--- src/rtl/boot_sel_pkg.sv ---
package boot_sel_pkg;

    // ------------------------------------------------------------------
    // clock and timing
    // ------------------------------------------------------------------
    localparam int unsigned CLK_KHZ     = 200000;  // 200 mhz system clock
    localparam int unsigned HOLD_B_MS   = 4500;    // start of status and aux off phase
    localparam int unsigned HOLD_C_MS   = 7500;    // start of status and aux on phase
    localparam int unsigned IDENT_MS    = 10000;   // identify lighting time
    localparam int unsigned BLINK_MS    = 250;     // blink half period
    localparam int unsigned DEBOUNCE_MS = 10;      // button settle time

    localparam logic [31:0] HOLD_B_CYC   = 32'(64'(HOLD_B_MS) * 64'(CLK_KHZ));
    localparam logic [31:0] HOLD_C_CYC   = 32'(64'(HOLD_C_MS) * 64'(CLK_KHZ));
    localparam logic [31:0] IDENT_CYC    = 32'(64'(IDENT_MS) * 64'(CLK_KHZ));
    localparam logic [31:0] BLINK_CYC    = 32'(64'(BLINK_MS) * 64'(CLK_KHZ));
    localparam logic [31:0] DEBOUNCE_CYC =
        32'(64'(DEBOUNCE_MS) * 64'(CLK_KHZ));

    // ------------------------------------------------------------------
    // boot bookkeeping
    // ------------------------------------------------------------------
    localparam logic [3:0] FAIL_LIMIT = 4'ha;  // consecutive failed boots
    localparam logic [1:0] BOOT_A     = 2'h0;
    localparam logic [1:0] BOOT_B     = 2'h1;
    localparam logic [1:0] BOOT_REST  = 2'h2;

    // ------------------------------------------------------------------
    // register map
    // ------------------------------------------------------------------
    localparam logic [7:0] REG_CTRL   = 8'h00;
    localparam logic [7:0] REG_STATUS = 8'h04;
    localparam logic [7:0] REG_TARGET = 8'h08;

    localparam int CTRL_BOOT_DONE = 0;  // pulse: boot completed
    localparam int CTRL_READY     = 1;  // level: system ready
    localparam int CTRL_IDENTIFY  = 2;  // pulse: identify request
    localparam int CTRL_UPDATE    = 3;  // pulse: update image written
    localparam int CTRL_INSTALL   = 4;  // pulse: restore-side install done

    // ------------------------------------------------------------------
    // hold phases
    // ------------------------------------------------------------------
    typedef enum logic [3:0] {
        PH_IDLE = 4'h1,
        PH_A    = 4'h2,
        PH_B    = 4'h4,
        PH_C    = 4'h8
    } hold_phase_e;

endpackage : boot_sel_pkg

--- src/rtl/reset_button_boot_selector.sv ---
// The placing of the registers and the address-and-strobe port were left to the implementer.
`timescale 1ns/1ps
// Operation
// - status steady green while starting, blinking when ready; power LED on
// - lan yellow while transmitting, lan green while link is up
// - while button held, status and aux LEDs show the hold phase
// - short hold release reboots the active partition
// - 4.5 s to 7.5 s: all LEDs off (only status and aux here; power and lan LEDs keep following inputs); release swaps partition, reboots
// - past 7.5 s: all LEDs on (only status and aux here; power and lan LEDs keep following inputs); release reboots from restore
// - normal boot uses the partition marked active
// - update written to inactive partition, then marked active, reboot
// - ten failed boots on active partition make the other active
// - ten failed boots on both partitions select restore
// - restore partition is never a write target of an update
// - restore boot resets address to default and enables dhcp
// - restore-side install writes both partitions, resets address, login
// - identify lights LEDs for about ten seconds

module reset_button_boot_selector #(
    parameter logic [31:0] HOLD_B_CYC = boot_sel_pkg::HOLD_B_CYC,
    parameter logic [31:0] HOLD_C_CYC = boot_sel_pkg::HOLD_C_CYC,
    parameter logic [31:0] IDENT_CYC  = boot_sel_pkg::IDENT_CYC,
    parameter logic [31:0] BLINK_CYC  = boot_sel_pkg::BLINK_CYC,
    parameter logic [31:0] DEB_CYC    = boot_sel_pkg::DEBOUNCE_CYC
) (
    // clock and reset
    input  wire logic        clk,
    input  wire logic        sys_rst,
    // front panel inputs
    input  wire logic        button_n,
    input  wire logic        power_good,
    input  wire logic        lan_link,
    input  wire logic        lan_tx_active,
    // non-volatile boot record, read after reset
    input  wire logic        nv_active,
    input  wire logic [3:0]  nv_fail_a,
    input  wire logic [3:0]  nv_fail_b,
    // register port
    input  wire logic [7:0]  reg_addr,
    input  wire logic [31:0] reg_wdata,
    input  wire logic        reg_wr,
    input  wire logic        reg_rd,
    output logic      [31:0] reg_rdata,
    // indicators
    output logic             status_led_green,
    output logic             power_led_green,
    output logic             lan_led_yellow,
    output logic             lan_led_green,
    output logic      [2:0]  auxiliary_indicator_leds,
    // boot control and non-volatile record
    output logic             reboot_req,
    output logic      [1:0]  boot_sel,
    output logic             active_part,
    output logic      [3:0]  fail_a,
    output logic      [3:0]  fail_b,
    output logic             ip_default,
    output logic             dhcp_enable,
    output logic      [1:0]  image_wr_mask,
    output logic             creds_reset
);

    boot_sel_pkg::hold_phase_e phase, next_phase;
    logic        pressed;
    logic [31:0] hold_cnt, next_hold_cnt;
    logic [31:0] blink_cnt, next_blink_cnt;
    logic        blink_on, next_blink_on;
    logic [2:0]  aux_step, next_aux_step;
    logic [31:0] ident_cnt, next_ident_cnt;
    logic        next_status, next_power, next_yellow, next_green;
    logic [2:0]  next_aux;
    logic        loaded, next_loaded;
    logic        start_pend, next_pend;
    logic        rest_req, next_rest_req;
    logic        ready, next_ready;
    logic        next_reboot, next_active, next_creds, next_ipdef;
    logic [1:0]  next_boot_sel, next_mask;
    logic [3:0]  next_fail_a, next_fail_b;
    logic [31:0] next_rdata;
    logic        release_a, release_b, release_c, ctrl_wr, boot_eval;

    // ------------------------------------------------------------------
    // helpers
    // ------------------------------------------------------------------
    function automatic logic at_limit(input logic [3:0] cnt);
        return cnt >= boot_sel_pkg::FAIL_LIMIT;
    endfunction : at_limit

    function automatic boot_sel_pkg::hold_phase_e hold_phase_f(
        input logic [31:0] cnt);
        if (cnt >= HOLD_C_CYC) begin
            return boot_sel_pkg::PH_C;
        end else if (cnt >= HOLD_B_CYC) begin
            return boot_sel_pkg::PH_B;
        end
        return boot_sel_pkg::PH_A;
    endfunction : hold_phase_f

    // ------------------------------------------------------------------
    // button
    // ------------------------------------------------------------------
    button_debounce #(
        .SETTLE_CYC (DEB_CYC)
    ) u_debounce (
        .clk      (clk),
        .sys_rst  (sys_rst),
        .button_n (button_n),
        .pressed  (pressed)
    );

    assign release_a = (phase == boot_sel_pkg::PH_A) && !pressed;
    assign release_b = (phase == boot_sel_pkg::PH_B) && !pressed;
    assign release_c = (phase == boot_sel_pkg::PH_C) && !pressed;
    assign ctrl_wr   = reg_wr && (reg_addr == boot_sel_pkg::REG_CTRL);
    assign boot_eval = loaded && start_pend;

    // hold timer and phase
    always_comb begin
        next_hold_cnt = 32'h0;
        next_phase    = boot_sel_pkg::PH_IDLE;
        if (pressed) begin
            next_hold_cnt = (hold_cnt == 32'hffffffff) ? hold_cnt
                                                        : hold_cnt + 32'h1;
            next_phase    = hold_phase_f(hold_cnt);
        end
    end

    // ------------------------------------------------------------------
    // indicators
    // ------------------------------------------------------------------
    always_comb begin
        next_blink_cnt = blink_cnt + 32'h1;
        next_blink_on  = blink_on;
        next_aux_step  = aux_step;
        if (blink_cnt >= BLINK_CYC - 32'h1) begin
            next_blink_cnt = 32'h0;
            next_blink_on  = !blink_on;
            next_aux_step  = {aux_step[1:0], aux_step[2]};
        end
        next_ident_cnt = (ident_cnt != 32'h0) ? ident_cnt - 32'h1 : 32'h0;
        if (ctrl_wr && reg_wdata[boot_sel_pkg::CTRL_IDENTIFY]) begin
            next_ident_cnt = IDENT_CYC;
        end
        next_power  = power_good;
        next_yellow = lan_tx_active;
        next_green  = lan_link;
        case (phase)
            boot_sel_pkg::PH_A: begin
                next_status = blink_on;
                next_aux    = aux_step;
            end
            boot_sel_pkg::PH_B: begin
                next_status = 1'b0;
                next_aux    = 3'h0;
            end
            boot_sel_pkg::PH_C: begin
                next_status = 1'b1;
                next_aux    = 3'h7;
            end
            default: begin
                next_status = ready ? blink_on : 1'b1;
                next_aux    = (ident_cnt != 32'h0) ? 3'h7 : 3'h0;
            end
        endcase
    end

    always_ff @(posedge clk) begin
        if (sys_rst) begin
            phase                    <= boot_sel_pkg::PH_IDLE;
            hold_cnt                 <= 32'h0;
            blink_cnt                <= 32'h0;
            blink_on                 <= 1'b0;
            aux_step                 <= 3'h1;
            ident_cnt                <= 32'h0;
            status_led_green         <= 1'b0;
            power_led_green          <= 1'b0;
            lan_led_yellow           <= 1'b0;
            lan_led_green            <= 1'b0;
            auxiliary_indicator_leds <= 3'h0;
        end else begin
            phase                    <= next_phase;
            hold_cnt                 <= next_hold_cnt;
            blink_cnt                <= next_blink_cnt;
            blink_on                 <= next_blink_on;
            aux_step                 <= next_aux_step;
            ident_cnt                <= next_ident_cnt;
            status_led_green         <= next_status;
            power_led_green          <= next_power;
            lan_led_yellow           <= next_yellow;
            lan_led_green            <= next_green;
            auxiliary_indicator_leds <= next_aux;
        end
    end

    // ------------------------------------------------------------------
    // boot selection
    // ------------------------------------------------------------------
    always_comb begin
        next_loaded   = 1'b1;
        next_pend     = start_pend;
        next_rest_req = rest_req;
        next_ready    = ready;
        next_active   = active_part;
        next_fail_a   = fail_a;
        next_fail_b   = fail_b;
        next_boot_sel = boot_sel;
        next_ipdef    = ip_default;
        next_reboot   = 1'b0;
        next_creds    = 1'b0;
        if (!loaded) begin
            next_active = nv_active;
            next_fail_a = nv_fail_a;
            next_fail_b = nv_fail_b;
        end else begin
            if (start_pend) begin
                next_pend     = 1'b0;
                next_rest_req = 1'b0;
                if (rest_req || (at_limit(fail_a) && at_limit(fail_b))) begin
                    next_boot_sel = boot_sel_pkg::BOOT_REST;
                    next_ipdef    = 1'b1;
                end else begin
                    next_ipdef = 1'b0;
                    if (at_limit(active_part ? fail_b : fail_a)) begin
                        next_active = !active_part;
                    end
                    next_boot_sel = next_active ? boot_sel_pkg::BOOT_B
                                                : boot_sel_pkg::BOOT_A;
                    // attempt counts as failed until completion reported
                    if (!next_active && !at_limit(fail_a)) begin
                        next_fail_a = fail_a + 4'h1;
                    end
                    if (next_active && !at_limit(fail_b)) begin
                        next_fail_b = fail_b + 4'h1;
                    end
                end
            end
            if (release_a || release_b || release_c) begin
                next_reboot = 1'b1;
            end
            if (release_b) begin
                next_active = !next_active;
            end
            if (release_c) begin
                next_rest_req = 1'b1;
            end
            if (ctrl_wr) begin
                next_ready = reg_wdata[boot_sel_pkg::CTRL_READY];
                if (reg_wdata[boot_sel_pkg::CTRL_BOOT_DONE]
                        && !start_pend) begin
                    if (boot_sel == boot_sel_pkg::BOOT_A) begin
                        next_fail_a = 4'h0;
                    end
                    if (boot_sel == boot_sel_pkg::BOOT_B) begin
                        next_fail_b = 4'h0;
                    end
                end
                if (reg_wdata[boot_sel_pkg::CTRL_UPDATE] && !ip_default) begin
                    next_active = !next_active;
                    next_reboot = 1'b1;
                end
                if (reg_wdata[boot_sel_pkg::CTRL_INSTALL] && ip_default) begin
                    next_fail_a = 4'h0;
                    next_fail_b = 4'h0;
                    next_creds  = 1'b1;
                end
            end
            if (next_reboot) begin
                next_pend  = 1'b1;
                next_ready = 1'b0;
            end
        end
        // updates go to the inactive side only, both from restore;
        // taken from the next state so the mask never lags a swap
        next_mask = next_ipdef ? 2'h3
                               : (next_active ? 2'h1 : 2'h2);
    end

    // read mux
    always_comb begin
        next_rdata = 32'h0;
        if (reg_rd) begin
            case (reg_addr)
                boot_sel_pkg::REG_CTRL:   next_rdata = {30'h0, ready, 1'b0};
                boot_sel_pkg::REG_STATUS: next_rdata = {13'h0,
                    ident_cnt != 32'h0, 4'(phase), fail_b, fail_a,
                    2'h0, ip_default, active_part, boot_sel};
                boot_sel_pkg::REG_TARGET: next_rdata = {30'h0, image_wr_mask};
                default:                  next_rdata = 32'h0;
            endcase
        end
    end

    always_ff @(posedge clk) begin
        if (sys_rst) begin
            loaded        <= 1'b0;
            start_pend    <= 1'b1;
            rest_req      <= 1'b0;
            ready         <= 1'b0;
            active_part   <= 1'b0;
            fail_a        <= 4'h0;
            fail_b        <= 4'h0;
            boot_sel      <= boot_sel_pkg::BOOT_A;
            ip_default    <= 1'b0;
            dhcp_enable   <= 1'b0;
            reboot_req    <= 1'b0;
            creds_reset   <= 1'b0;
            image_wr_mask <= 2'h2;
            reg_rdata     <= 32'h0;
        end else begin
            loaded        <= next_loaded;
            start_pend    <= next_pend;
            rest_req      <= next_rest_req;
            ready         <= next_ready;
            active_part   <= next_active;
            fail_a        <= next_fail_a;
            fail_b        <= next_fail_b;
            boot_sel      <= next_boot_sel;
            ip_default    <= next_ipdef;
            dhcp_enable   <= next_ipdef;
            reboot_req    <= next_reboot;
            creds_reset   <= next_creds;
            image_wr_mask <= next_mask;
            reg_rdata     <= next_rdata;
        end
    end
endmodule : reset_button_boot_selector

--- src/rtl/button_debounce.sv ---
`timescale 1ns/1ps

module button_debounce #(
    parameter logic [31:0] SETTLE_CYC = boot_sel_pkg::DEBOUNCE_CYC
) (
    // clock and reset
    input  wire logic clk,
    input  wire logic sys_rst,
    // raw button, active low
    input  wire logic button_n,
    // clean level
    output logic      pressed
);

    logic        sync_a;
    logic        sync_b;
    logic [31:0] settle;
    logic [31:0] next_settle;
    logic        next_pressed;

    // ------------------------------------------------------------------
    // settle timer
    // ------------------------------------------------------------------
    // restart whenever the synced level agrees with the output
    always_comb begin
        next_pressed = pressed;
        next_settle  = 32'h0;
        if (!sync_b != pressed) begin
            if (settle >= SETTLE_CYC - 32'h1) begin
                next_pressed = !sync_b;
            end else begin
                next_settle = settle + 32'h1;
            end
        end
    end

    // synchroniser chain and registers
    always_ff @(posedge clk) begin
        if (sys_rst) begin
            sync_a  <= 1'b1;
            sync_b  <= 1'b1;
            settle  <= 32'h0;
            pressed <= 1'b0;
        end else begin
            sync_a  <= button_n;
            sync_b  <= sync_a;
            settle  <= next_settle;
            pressed <= next_pressed;
        end
    end

endmodule : button_debounce

--- config.mk ---
export PLATFORM = sky130hd
export DESIGN_NAME = reset_button_boot_selector
export DESIGN_NICKNAME = d
export VERILOG_FILES = /design/src/rtl/boot_sel_pkg.sv /design/src/rtl/reset_button_boot_selector.sv /design/src/rtl/button_debounce.sv
export SDC_FILE = /design/constraint.sdc
export NUM_CORES = 1
export LEC_CHECK = 0
export BUFFER_PORTS_ARGS = -buffer_cell sky130_fd_sc_hd__buf_2
export CORE_UTILIZATION = 52
export DETAILED_ROUTE_END_ITERATION = 16
export GPL_TIMING_DRIVEN = 0
export PLACE_DENSITY = 0.82
export SETUP_SLACK_MARGIN = 0.3
export SLEW_MARGIN = 20
export SYNTH_ARGS = -nofsm -noshare
export SYNTH_HDL_FRONTEND = slang
export SYNTH_SLANG_ARGS = --single-unit
export TNS_END_PERCENT = 20
--- constraint.sdc ---
create_clock -name clk -period 2 [get_ports clk]
set_input_delay 0.3 -clock clk [delete_from_list [all_inputs] [get_ports clk]]
set_output_delay 0.3 -clock clk [all_outputs]
set_load 0.01 [all_outputs]
# [Yosys cells after proc, flatten, opt, wreduce, memory -nomap -nowiden]
# Index checks and enable logic that the tools add are counted.
[word_totals] wordCells=164 out_inout_bits=56 reg_bits=198 input_bits=57
[classes] reduce_logical=44 bitwise_logic=7 n_eq_ne=8 mux=60 add_sub_neg=6 n_lt_le_gt_ge=7
[ops] cell="32-bit by 1-bit adder with 32-bit output (second input constant)" count=3
[ops] cell="4-bit 2-to-1 mux" count=19
[ops] cell="31-bit 2-to-1 mux" count=2
[ops] cell="19-bit case mux with 3 select lines" count=1
[ops] cell="32-bit == test (second input constant)" count=1
[ops] cell="32-bit by 21-bit >= comparator with 1-bit output (second input constant)" count=1
[ops] cell="32-bit by 26-bit >= comparator with 1-bit output (second input constant)" count=1
[ops] cell="32-bit by 30-bit >= comparator with 1-bit output (second input constant)" count=1
[ops] cell="32-bit by 31-bit >= comparator with 1-bit output (second input constant)" count=1
[ops] cell="1-bit 2-to-1 mux" count=32
[ops] cell="32-bit nonzero test" count=1
[ops] cell="32-bit by 1-bit subtractor with 32-bit output (second input constant)" count=1
[ops] cell="4-bit >= comparator (second input constant)" count=3
[ops] cell="3-bit OR reduction" count=4
[ops] cell="1-bit logical AND" count=11
[ops] cell="1-bit logical NOT" count=11
[ops] cell="2-bit OR reduction" count=5
[ops] cell="3-bit case mux with 3 select lines" count=1
[ops] cell="4-bit by 1-bit adder with 4-bit output (second input constant)" count=2
[ops] cell="8-bit by 3-bit == test with 1-bit output (second input constant)" count=1
[ops] cell="8-bit by 4-bit == test with 1-bit output (second input constant)" count=1
[ops] cell="8-bit logical NOT" count=1
[ops] cell="2-bit AND reduction" count=4
[ops] cell="1-bit NOT" count=7
[ops] cell="12 further kinds" count=17

# [Depth between registers and ports, before layout]
# Gate-level depths: netlist (run 1).
[depth] word_depth=18 depth_mapped=8 depth_no_buf=7

# [Cells and area by module]
# Synthesis (run 1) repeated with hierarchy kept, for this count alone.
[hier_totals] cells_unflattened=922 area_unflattened_um2=8190.4
[modules_own_cells] module="reset_button_boot_selector" n_inst=1 seq_area_each_um2=2962.8 area_each_um2=6866.6 cells_per_inst=791
[modules_own_cells] module="button_debounce" n_inst=1 seq_area_each_um2=700.7 area_each_um2=1323.8 cells_per_inst=131

# [Worst setup path after synthesis (run 1)]
# No wires, ideal clock.
[synth_path] path_kind="reg-to-reg" startpoint="reg ident_cnt[9]" endpoint="reg ident_cnt[14]" path_stages_with_launch=8 setup_slack_ps=-100 path_buffers=2 period_less_slack_ps=2100 t_arrival_ps=1986 t_required_ps=1885 setup_time_ps=115 cell_sequence="dfxtp_1 or4_1 buf_2 nor4_4 a31oi_1 o21ai_2 buf_6 nor2_1"
[synth_via] elab_chain_cells=3 elab_cells_between_ends=4 cone_classes="1 x add/sub; 1 x bitwise; 2 x reduce/logical"
[synth_rtl] element="start: declaration" line="reset_button_boot_selector.sv:68" text="logic [31:0] ident_cnt, next_ident_cnt;"
[synth_rtl] element="start signal: assignment" line="reset_button_boot_selector.sv:185" text="ident_cnt <= next_ident_cnt;"
[synth_rtl] element="branches (longest 3 deep; another with 32-bit by 1-bit subtractor with 32-bit output)"
# Parallel ways; which one is timed is not known.
# A chain may end at the register's enable or synchronous reset.

# [Worst setup path in the final report (run 1)]
[layout_path] startpoint="reg ident_cnt[9]" endpoint="reg ident_cnt[24]"
[layout_via] elab_chain_cells=3 elab_cells_between_ends=4 cone_classes="1 x add/sub; 2 x mux; 1 x reduce/logical"
[layout_rtl] element="32-bit by 1-bit subtractor with 32-bit output / 32-bit nonzero test (equally long branches)" line="reset_button_boot_selector.sv:139" text="next_ident_cnt = (ident_cnt != 32'h0) ? ident_cnt - 32'h1 : 32'h0;"
[layout_rtl] element="31-bit 2-to-1 mux (*)" line="reset_button_boot_selector.sv:139"
[layout_rtl] element="31-bit 2-to-1 mux (*)" line="reset_button_boot_selector.sv:140" text="if (ctrl_wr && reg_wdata[boot_sel_pkg::CTRL_IDENTIFY]) begin"
# Every way passes the cells marked *; elsewhere a longest branch is shown, timed or not.

==> results of run 1 <==
[final cells by class]
class / instances / area (um^2) / area share
repair buffers: 142 / 953 / 0.0854
plain buffers: 46 / 413 / 0.0370
inverters: 26 / 105 / 0.00942
clock inverters: 13 / 119 / 0.0107
well taps: 188 / 235 / 0.0211
flip-flops and latches: 183 / 3770 / 0.338
multi-input cells: 690 / 5100 / 0.458
clock buffers: 19 / 454 / 0.0407
[Yosys cell counts (3+ instances only)]
cell                         n  area share
sky130_fd_sc_hd__inv_1      25       0.012
sky130_fd_sc_hd__and3_1     13       0.010
sky130_fd_sc_hd__nor4_2      3      0.0047
sky130_fd_sc_hd__o21a_1      3      0.0028
sky130_fd_sc_hd__buf_4      16       0.015
sky130_fd_sc_hd__ha_1       10       0.016
sky130_fd_sc_hd__and2_1     22       0.017
sky130_fd_sc_hd__nand3_1    36       0.022
sky130_fd_sc_hd__mux2_2      3      0.0042
sky130_fd_sc_hd__a21o_1      3      0.0028
sky130_fd_sc_hd__nor3b_1     4      0.0037
sky130_fd_sc_hd__nor4b_1     3      0.0033
sky130_fd_sc_hd__o21bai_1    3      0.0028
sky130_fd_sc_hd__nand3b_1    3      0.0028
sky130_fd_sc_hd__or2_2       6      0.0047
sky130_fd_sc_hd__a41o_1      3      0.0037
sky130_fd_sc_hd__o211ai_1    5      0.0047
sky130_fd_sc_hd__clkbuf_1   25       0.012
sky130_fd_sc_hd__nand2b_1    5      0.0039
sky130_fd_sc_hd__nor2b_1     9      0.0070
sky130_fd_sc_hd__xor2_1     35       0.038
sky130_fd_sc_hd__nor4_1     28       0.022
sky130_fd_sc_hd__and4_1      7      0.0076
sky130_fd_sc_hd__nand4b_1    3      0.0033
sky130_fd_sc_hd__xnor2_1    43       0.047
sky130_fd_sc_hd__a211oi_1    5      0.0047
sky130_fd_sc_hd__nor2_1    110       0.051
sky130_fd_sc_hd__o21ai_1     3      0.0019
sky130_fd_sc_hd__nor3_1     30       0.019
sky130_fd_sc_hd__or4_1      20       0.019
sky130_fd_sc_hd__a31oi_1    10      0.0078
sky130_fd_sc_hd__nand2_1    57       0.027
sky130_fd_sc_hd__dfxtp_1   183        0.46
sky130_fd_sc_hd__o31ai_1    15       0.014
sky130_fd_sc_hd__a32oi_1     3      0.0033
sky130_fd_sc_hd__buf_2       3      0.0019
sky130_fd_sc_hd__o21ai_0    34       0.021
sky130_fd_sc_hd__a21oi_1    43       0.027
sky130_fd_sc_hd__or3_1      17       0.013
sky130_fd_sc_hd__nand4_1    27       0.021
sky130_fd_sc_hd__mux2i_1     5      0.0062
[path summary, 6_finish.rpt]
path                                                     end  cells after the start                         start
worst max-delay path                ident_cnt[24]$_SDFF_PP0_                      9       ident_cnt[9]$_SDFF_PP0_
worst min-delay path                    fail_b[2]$_SDFF_PP0_                      3                  nv_fail_b[2]
worst max register to register      ident_cnt[24]$_SDFF_PP0_                      9       ident_cnt[9]$_SDFF_PP0_
worst min register to register  u_debounce.sync_b$_SDFF_PP1_                      1  u_debounce.sync_a$_SDFF_PP1_
[flip-flops by register name, summed over array words and instances, names as in the netlist, 2 cells and up]
signal and cells:
reg_rdata 17, auxiliary_indicator_leds 3, fail_a 4, fail_b 4
aux_step 3, blink_cnt 32, u_debounce.settle 32, hold_cnt 32
boot_sel 2, ident_cnt 32, phase 4, image_wr_mask 2
[power by group through the flow]
stage | sequential (mW) | combinational (mW) | clock, mW
after floorplan | 4.38 | 2.17 | 0
after global placement | 4.42 | 2.62 | 0
after detailed placement | 4.44 | 2.69 | 0
after CTS | 4.40 | 3.88 | 3.26
after global routing | 4.52 | 5.30 | 3.45
final | 4.50 | 5.12 | 3.29
[metal layers]
layer	up-vias	wire length [um]	track usage
met5	-	0	0
li1	3608	-	-
met2	584	12600	0.501
met3	149	2150	0.0633
met4	0	1540	0.183
met1	3880	9560	0.339
[worst max-delay path: stages (launching register included)]
cell                      delay [ns]
sky130_fd_sc_hd__dfxtp_4        0.34
sky130_fd_sc_hd__or4_4          0.53
sky130_fd_sc_hd__buf_6          0.16
sky130_fd_sc_hd__nor4_4         0.12
sky130_fd_sc_hd__buf_4          0.18
sky130_fd_sc_hd__buf_12         0.12
sky130_fd_sc_hd__buf_6          0.10
sky130_fd_sc_hd__nand4_1        0.10
sky130_fd_sc_hd__xor2_1         0.20
sky130_fd_sc_hd__a21oi_1        0.28
[logic make-up (layout without fill, tap and decap cells)]
group,Yosys count,in the layout,share of synthesized area
AND/OR/NAND/NOR,409,410,0.270
flip-flops,183,183,0.455
AO/OA/AOI/OAI,152,152,0.121
XOR/XNOR,78,78,0.0849
buffers and inverters,72,246,0.0425
adder cells (fa/ha/maj),10,10,0.0156
multiplexers,8,8,0.0104
other,1,32,0.000466
[metrics by stage]
step,setup slack [ns],hold slack (ns)
2_1_floorplan,0.0327,0.389
3_3_place_gp,-0.403,0.392
3_5_place_dp,-0.434,0.414
4_1_cts,-0.0502,0.0674
5_1_grt,-0.276,0.101
6_report,-0.245,0.0699
[repair_timing]
action                                  CTS  global route
resized for setup                       200           115
pin swaps                                92            86
gates cloned                              4             0
endpoints found under the hold margin     0             0
endpoints found under the setup margin  133           145
setup buffers                            52            17
==> summary.txt, run 1 <==
TIMING
------------------------------------------------------------------------------------------------------
Worst setup skew after layout                                                               0.00907 ns
Max frequency                                                                                  445 MHz
Worst rel slew slack                                                                             0.632
Slew at the pin with the worst max-slew slack                                                 0.552 ns
Final cycle utilization of the critical path                                                      1.12
Post-route setup slack                                                                       -0.245 ns
Number of hold violations in the final report                                                        0
Setup repair after global routing missed its margin                                               true
Setup-failing EPs final                                                                             36
Final setup TNS                                                                               -4.68 ns
Min Clock Period, post-route                                                                   2.24 ns
Final Max Slew Viols                                                                                 0

YOSYS
------------------------------------------------------------------------------------------------------
Post-Syn Area                                                                                8040 um^2
Post-synth top flop                                                                       sky130_fd_sc_hd__dfxtp_1
Syn Area/Cell                                                                                8.81 um^2
#FFs+latches synth                                                                                 183
Count of different cell masters after synthesis                                                     68
Share of async-settable or async-resettable flops after synthesis                                    0
Synth warnings                                                                                       0
Instance count of the mapped netlist                                                               913
EDFF count, synth                                                                                    0
Part of the Yosys area used for sequential elements                                              0.455

CLOCK TREE
------------------------------------------------------------------------------------------------------
Clock Tree Buf Depth                                                                                 2
TritonCTS clock tree                                                                               yes
CTS buffer count                                                                                    17
Cts hold-fix bufs                                                                                    0
Root buffer cell                                                                          sky130_fd_sc_hd__clkbuf_16
Clock Latency Late Sink                                                                        0.44 ns
Sinks on Clock Net                                                                                 183
# H-tree levels                                                                                      4
Clock transition at the register clock pins on the worst setup and hold paths after CTS        0.07 ns

PLACED DESIGN
------------------------------------------------------------------------------------------------------
Cell Count Post-Placement                                                                         1202
Placement Cell Area                                                                          8920 um^2
HPWL reported at the end of detailed placement                                                12600 um
# port buffers                                                                                      70
Final RePlAce weighted congestion                                                                0.847

PWR
------------------------------------------------------------------------------------------------------
Leakage power total                                                                            4.17 nW
Relative contribution of combinational cells to total power                                      0.397
Clk network pwr share                                                                            0.255
Worst VDD drop                                                                                0.906 mV
Internal power of the cells                                                                    8.20 mW
Power per cell area                                                                       1160 nW/um^2
Sw frac                                                                                          0.365
Power dissipated by switching net loads                                                        4.71 mW
Total power                                                                                    12.9 mW
Share of power burned in registers                                                               0.348

GRT
------------------------------------------------------------------------------------------------------
Via count of the first global-routing pass                                                        7576
Pin count of the biggest net entering global routing                                                17
Global-route usage over all layers                                                               0.295
First-pass GRT wire length                                                                    37400 um
GR Overflow Total                                                                                    0
Initial antenna violation count                                                                      0

DIE
------------------------------------------------------------------------------------------------------
Vert. Die Dim                                                                                   126 um
Initial core utilization                                                                         0.531
I/O Pins                                                                                           113
Die X                                                                                           126 um
Total core area                                                                             15100 um^2
Std-Cell Rows                                                                                       45
Die footprint                                                                               16000 um^2

LAYOUT
------------------------------------------------------------------------------------------------------
Share of cells above drive strength 1                                                            0.381
Design area                                                                                 11200 um^2
Net count, final                                                                                  1173
Final Instance Count excl. Fillers                                                                1307
Commonest cells after routing, fill and taps aside                                        sky130_fd_sc_hd__dfxtp_1 (119), sky130_fd_sc_hd__nor2_1 (104), sky130_fd_sc_hd__buf_2 (74), sky130_fd_sc_hd__buf_4 (73), sky130_fd_sc_hd__nand2_1 (53)
Post-layout util                                                                                 0.737
P&R area growth vs syn                                                                           38.7%
Diode insertion count for antenna repair                                                             0
Commonest non-fill, non-tap cell in the layout                                            sky130_fd_sc_hd__dfxtp_1
Number of fill cells in the layout                                                                 877

SETUP PATH
------------------------------------------------------------------------------------------------------
Category of the worst setup path launch point                                                 register
Critical path data required time                                                               2.33 ns
Critical path arrival                                                                          2.58 ns
Register-to-Register Setup Slack                                                              -0.24 ns
Nature of the critical path endpoint                                                          register
Highest net fanout along the worst path                                                              5
Type of the worst setup path                                                                reg -> reg

STATUS
------------------------------------------------------------------------------------------------------
Outcome                                                                                   finished, violations left
Violations in the final reports                                                           setup timing

MIN PATH
------------------------------------------------------------------------------------------------------
Path class of the lowest-slack min-delay path                                                in -> reg

ROUTING
------------------------------------------------------------------------------------------------------
Total number of vias                                                                              8221
Post-DRT Antenna Nets                                                                                0
Pre-antenna DRT Iters                                                                                6
Final wirelength                                                                              25900 um
DR WL/cell                                                                                     19.8 um
Remaining routing DRC violations                                                                     0
Count of routing violations after the opening detailed-route iteration                             986
Via count normalized by instance count                                                            6.29

RUN
------------------------------------------------------------------------------------------------------
Count of max-cap constraint violations                                                               0

Note: power is estimated with default switching activity, not from simulation.
==> run 2: changes to the inputs <==
--- a/config.mk
+++ b/config.mk
@@ -6,7 +6,9 @@
 export NUM_CORES = 1
 export LEC_CHECK = 0
 export BUFFER_PORTS_ARGS = -buffer_cell sky130_fd_sc_hd__buf_2
-export CORE_UTILIZATION = 52
+export CELL_PAD_IN_SITES_DETAIL_PLACEMENT = 1
+export CELL_PAD_IN_SITES_GLOBAL_PLACEMENT = 1
+export CORE_UTILIZATION = 39
 export DETAILED_ROUTE_END_ITERATION = 16
 export GPL_TIMING_DRIVEN = 0
 export PLACE_DENSITY = 0.82
==> run 2 against run 1 <==
Net effect: the flow still finishes with violations (setup timing); first-iteration DRC count down 57%; largest cell class unchanged; cell count up 6.4%; worst hold slack about the same; register-to-register slack better by 0.07 ns; critical path type unchanged; global-route usage down 3.6 points; sequential share of layout area down 1.0 points; clock power up 6.1%; worst setup slack better by 0.069 ns; wire length up 19%; design area up 4.3%; power up 2.3%.
==> summary.txt, run 2 (synthesis results as in run 1) <==
STATUS
------------------------------------------------------------------------------------------------------
Outcome                                                                                   finished, violations left
Violations in the final reports                                                           setup timing

RUN
------------------------------------------------------------------------------------------------------
Count of max-cap constraint violations                                                               0

SETUP PATH
------------------------------------------------------------------------------------------------------
Worst-path cell with the longest stage delay                                              sky130_fd_sc_hd__or4b_4
Highest net fanout along the worst path                                                              5
Critical path arrival                                                                          2.51 ns
Category of the worst setup path launch point                                                 register
Critical path's largest stage delay                                                            0.48 ns
Nature of the critical path endpoint                                                          register
Type of the worst setup path                                                                reg -> reg
Critical path data required time                                                               2.33 ns
Worst path cell trace                                                                     inv_4 -> ha_4 -> or4b_4 -> nor4_4 -> a31oi_4 -> o21ai_4 -> buf_6 -> nor2_1

GRT
------------------------------------------------------------------------------------------------------
Via count of the first global-routing pass                                                        8168
Initial antenna violation count                                                                      1
Global-route usage over all layers                                                               0.259
GR Overflow Total                                                                                    0
Pin count of the biggest net entering global routing                                                19
First-pass GRT wire length                                                                    43400 um

ROUTING
------------------------------------------------------------------------------------------------------
Count of routing violations after the opening detailed-route iteration                             428
DR WL/cell                                                                                     22.2 um
Remaining routing DRC violations                                                                     0
Post-DRT Antenna Nets                                                                                0
Via count normalized by instance count                                                            5.73
Final wirelength                                                                              30900 um
Pre-antenna DRT Iters                                                                                5
Total number of vias                                                                              7964

LAYOUT
------------------------------------------------------------------------------------------------------
P&R area growth vs syn                                                                           44.6%
Share of cells above drive strength 1                                                            0.411
Commonest non-fill, non-tap cell in the layout                                            sky130_fd_sc_hd__dfxtp_1
Sequential cell area in the final layout                                                     3810 um^2
Area taken by multi-input logic gates                                                        5320 um^2
Net count, final                                                                                  1174
Commonest cells after routing, fill and taps aside                                        sky130_fd_sc_hd__dfxtp_1 (115), sky130_fd_sc_hd__nor2_1 (75), sky130_fd_sc_hd__buf_2 (72), sky130_fd_sc_hd__buf_4 (69), sky130_fd_sc_hd__nand2_1 (53)
Number of fill cells in the layout                                                                2249

TIMING
------------------------------------------------------------------------------------------------------
Max frequency                                                                                  460 MHz
Post-route setup slack                                                                       -0.176 ns
Number of hold violations in the final report                                                        0
Setup repair after global routing missed its margin                                               true
Final setup TNS                                                                               -4.67 ns
Final hold slack                                                                             0.0695 ns
Setup-failing EPs final                                                                             48
Worst rel slew slack                                                                             0.531
Slew at the pin with the worst max-slew slack                                                 0.696 ns
Min Clock Period, post-route                                                                   2.18 ns
Final Max Slew Viols                                                                                 0
Worst setup skew after layout                                                                0.0150 ns
Final cycle utilization of the critical path                                                      1.09

PWR
------------------------------------------------------------------------------------------------------
Worst VDD drop                                                                                0.635 mV
Total power                                                                                    13.2 mW
Leakage power total                                                                            4.28 nW
Power per cell area                                                                       1140 nW/um^2

CLOCK TREE
------------------------------------------------------------------------------------------------------
Clock Latency Late Sink                                                                        0.45 ns
Root buffer cell                                                                          sky130_fd_sc_hd__clkbuf_16
Clock Tree Buf Depth                                                                                 2
TritonCTS clock tree                                                                               yes
CTS buffer count                                                                                    17
# H-tree levels                                                                                      4
Clock transition at the register clock pins on the worst setup and hold paths after CTS        0.08 ns
Cts hold-fix bufs                                                                                    0
Sinks on Clock Net                                                                                 183

PLACED DESIGN
------------------------------------------------------------------------------------------------------
Final RePlAce weighted congestion                                                                0.814
Pre-CTS WS                                                                                   -0.762 ns
# port buffers                                                                                      70
HPWL reported at the end of detailed placement                                                14600 um

DIE
------------------------------------------------------------------------------------------------------
Std-Cell Rows                                                                                       52
I/O Pins                                                                                           113
Vert. Die Dim                                                                                   146 um
Total core area                                                                             20200 um^2
Die footprint                                                                               21200 um^2
Die X                                                                                           146 um
Initial core utilization                                                                         0.398

MIN PATH
------------------------------------------------------------------------------------------------------
Path class of the lowest-slack min-delay path                                                in -> reg

-- run 2: cell types whose count changed in the layout (fill, tap and decap cells not counted), moves of 5 or more --
cell                      before  now
sky130_fd_sc_hd__nor2_1      104   75
sky130_fd_sc_hd__nor2_4        2   20
sky130_fd_sc_hd__dfxtp_4      12   26
sky130_fd_sc_hd__nor2_2        4   15
sky130_fd_sc_hd__dfxtp_2      52   42
sky130_fd_sc_hd__inv_8         0    5
sky130_fd_sc_hd__o31ai_2       7    2
-- run 2: power breakdown --
part           switching [mW]  internal, mW
Combinational            2.83          2.41
Clock                    1.67          1.82
Sequential              0.457          4.03
-- run 2: final cells by class --
cell class / count / area share
multi-input cells: 689 / 0.458
plain buffers: 46 / 0.0383
clock inverters: 14 / 0.0133
flip-flops and latches: 183 / 0.328
repair buffers: 144 / 0.0868
well taps: 270 / 0.0290
inverters: 26 / 0.00925
diodes: 1 / 0.000215
clock buffers: 18 / 0.0377
-- run 2: per-stage QoR --
step            util  cells  cell area [um^2]
2_1_floorplan      -    944              8340
5_1_grt        0.575   1391             11600
3_3_place_gp   0.446   1284              9030
3_5_place_dp   0.446   1284              9030
4_1_cts        0.539   1375             10900
6_report       0.575   1391             11600
-- run 2: what timing repair did --
action / CTS / global route
hold endpoints to repair: 0 / 0
pin swaps: 130 / 119
buffers inserted: 56 / 14
resized for setup: 235 / 165
endpoints found under the setup margin: 144 / 140
gates cloned: 3 / 1
-- run 2: per-layer routing --
layer	part of all wire	GRT usage	vias to the layer above
met5	0	0	-
met4	0.044	0.116	0
met3	0.037	0.0467	94
met2	0.53	0.477	251
met1	0.39	0.289	3998
li1	-	-	3621
-- run 2: worst max-delay path: cells and delay by family, from the launching register on --
| family | cells | cell delay, ns |
|---|---|---|
| and+or+nand+nor | 3 | 0.93 |
| adders and majority gates | 1 | 0.13 |
| buffers and inverters | 2 | 0.28 |
| DFF | 1 | 0.37 |
| AOI/OAI and AO/OA | 2 | 0.34 |
-- run 2: final timing paths --
check / slack [ns] / from / endpoint / depth (start not counted)
worst min register to register: 0.44 / u_debounce.sync_a$_SDFF_PP1_ / u_debounce.sync_b$_SDFF_PP1_ / 1
worst max register to register: -0.18 / ident_cnt[0]$_SDFF_PP0_ / ident_cnt[23]$_SDFF_PP0_ / 8
worst max-delay path: -0.18 / ident_cnt[0]$_SDFF_PP0_ / ident_cnt[23]$_SDFF_PP0_ / 8
worst min-delay path: 0.07 / lan_link / lan_led_green$_SDFF_PP0_ / 2
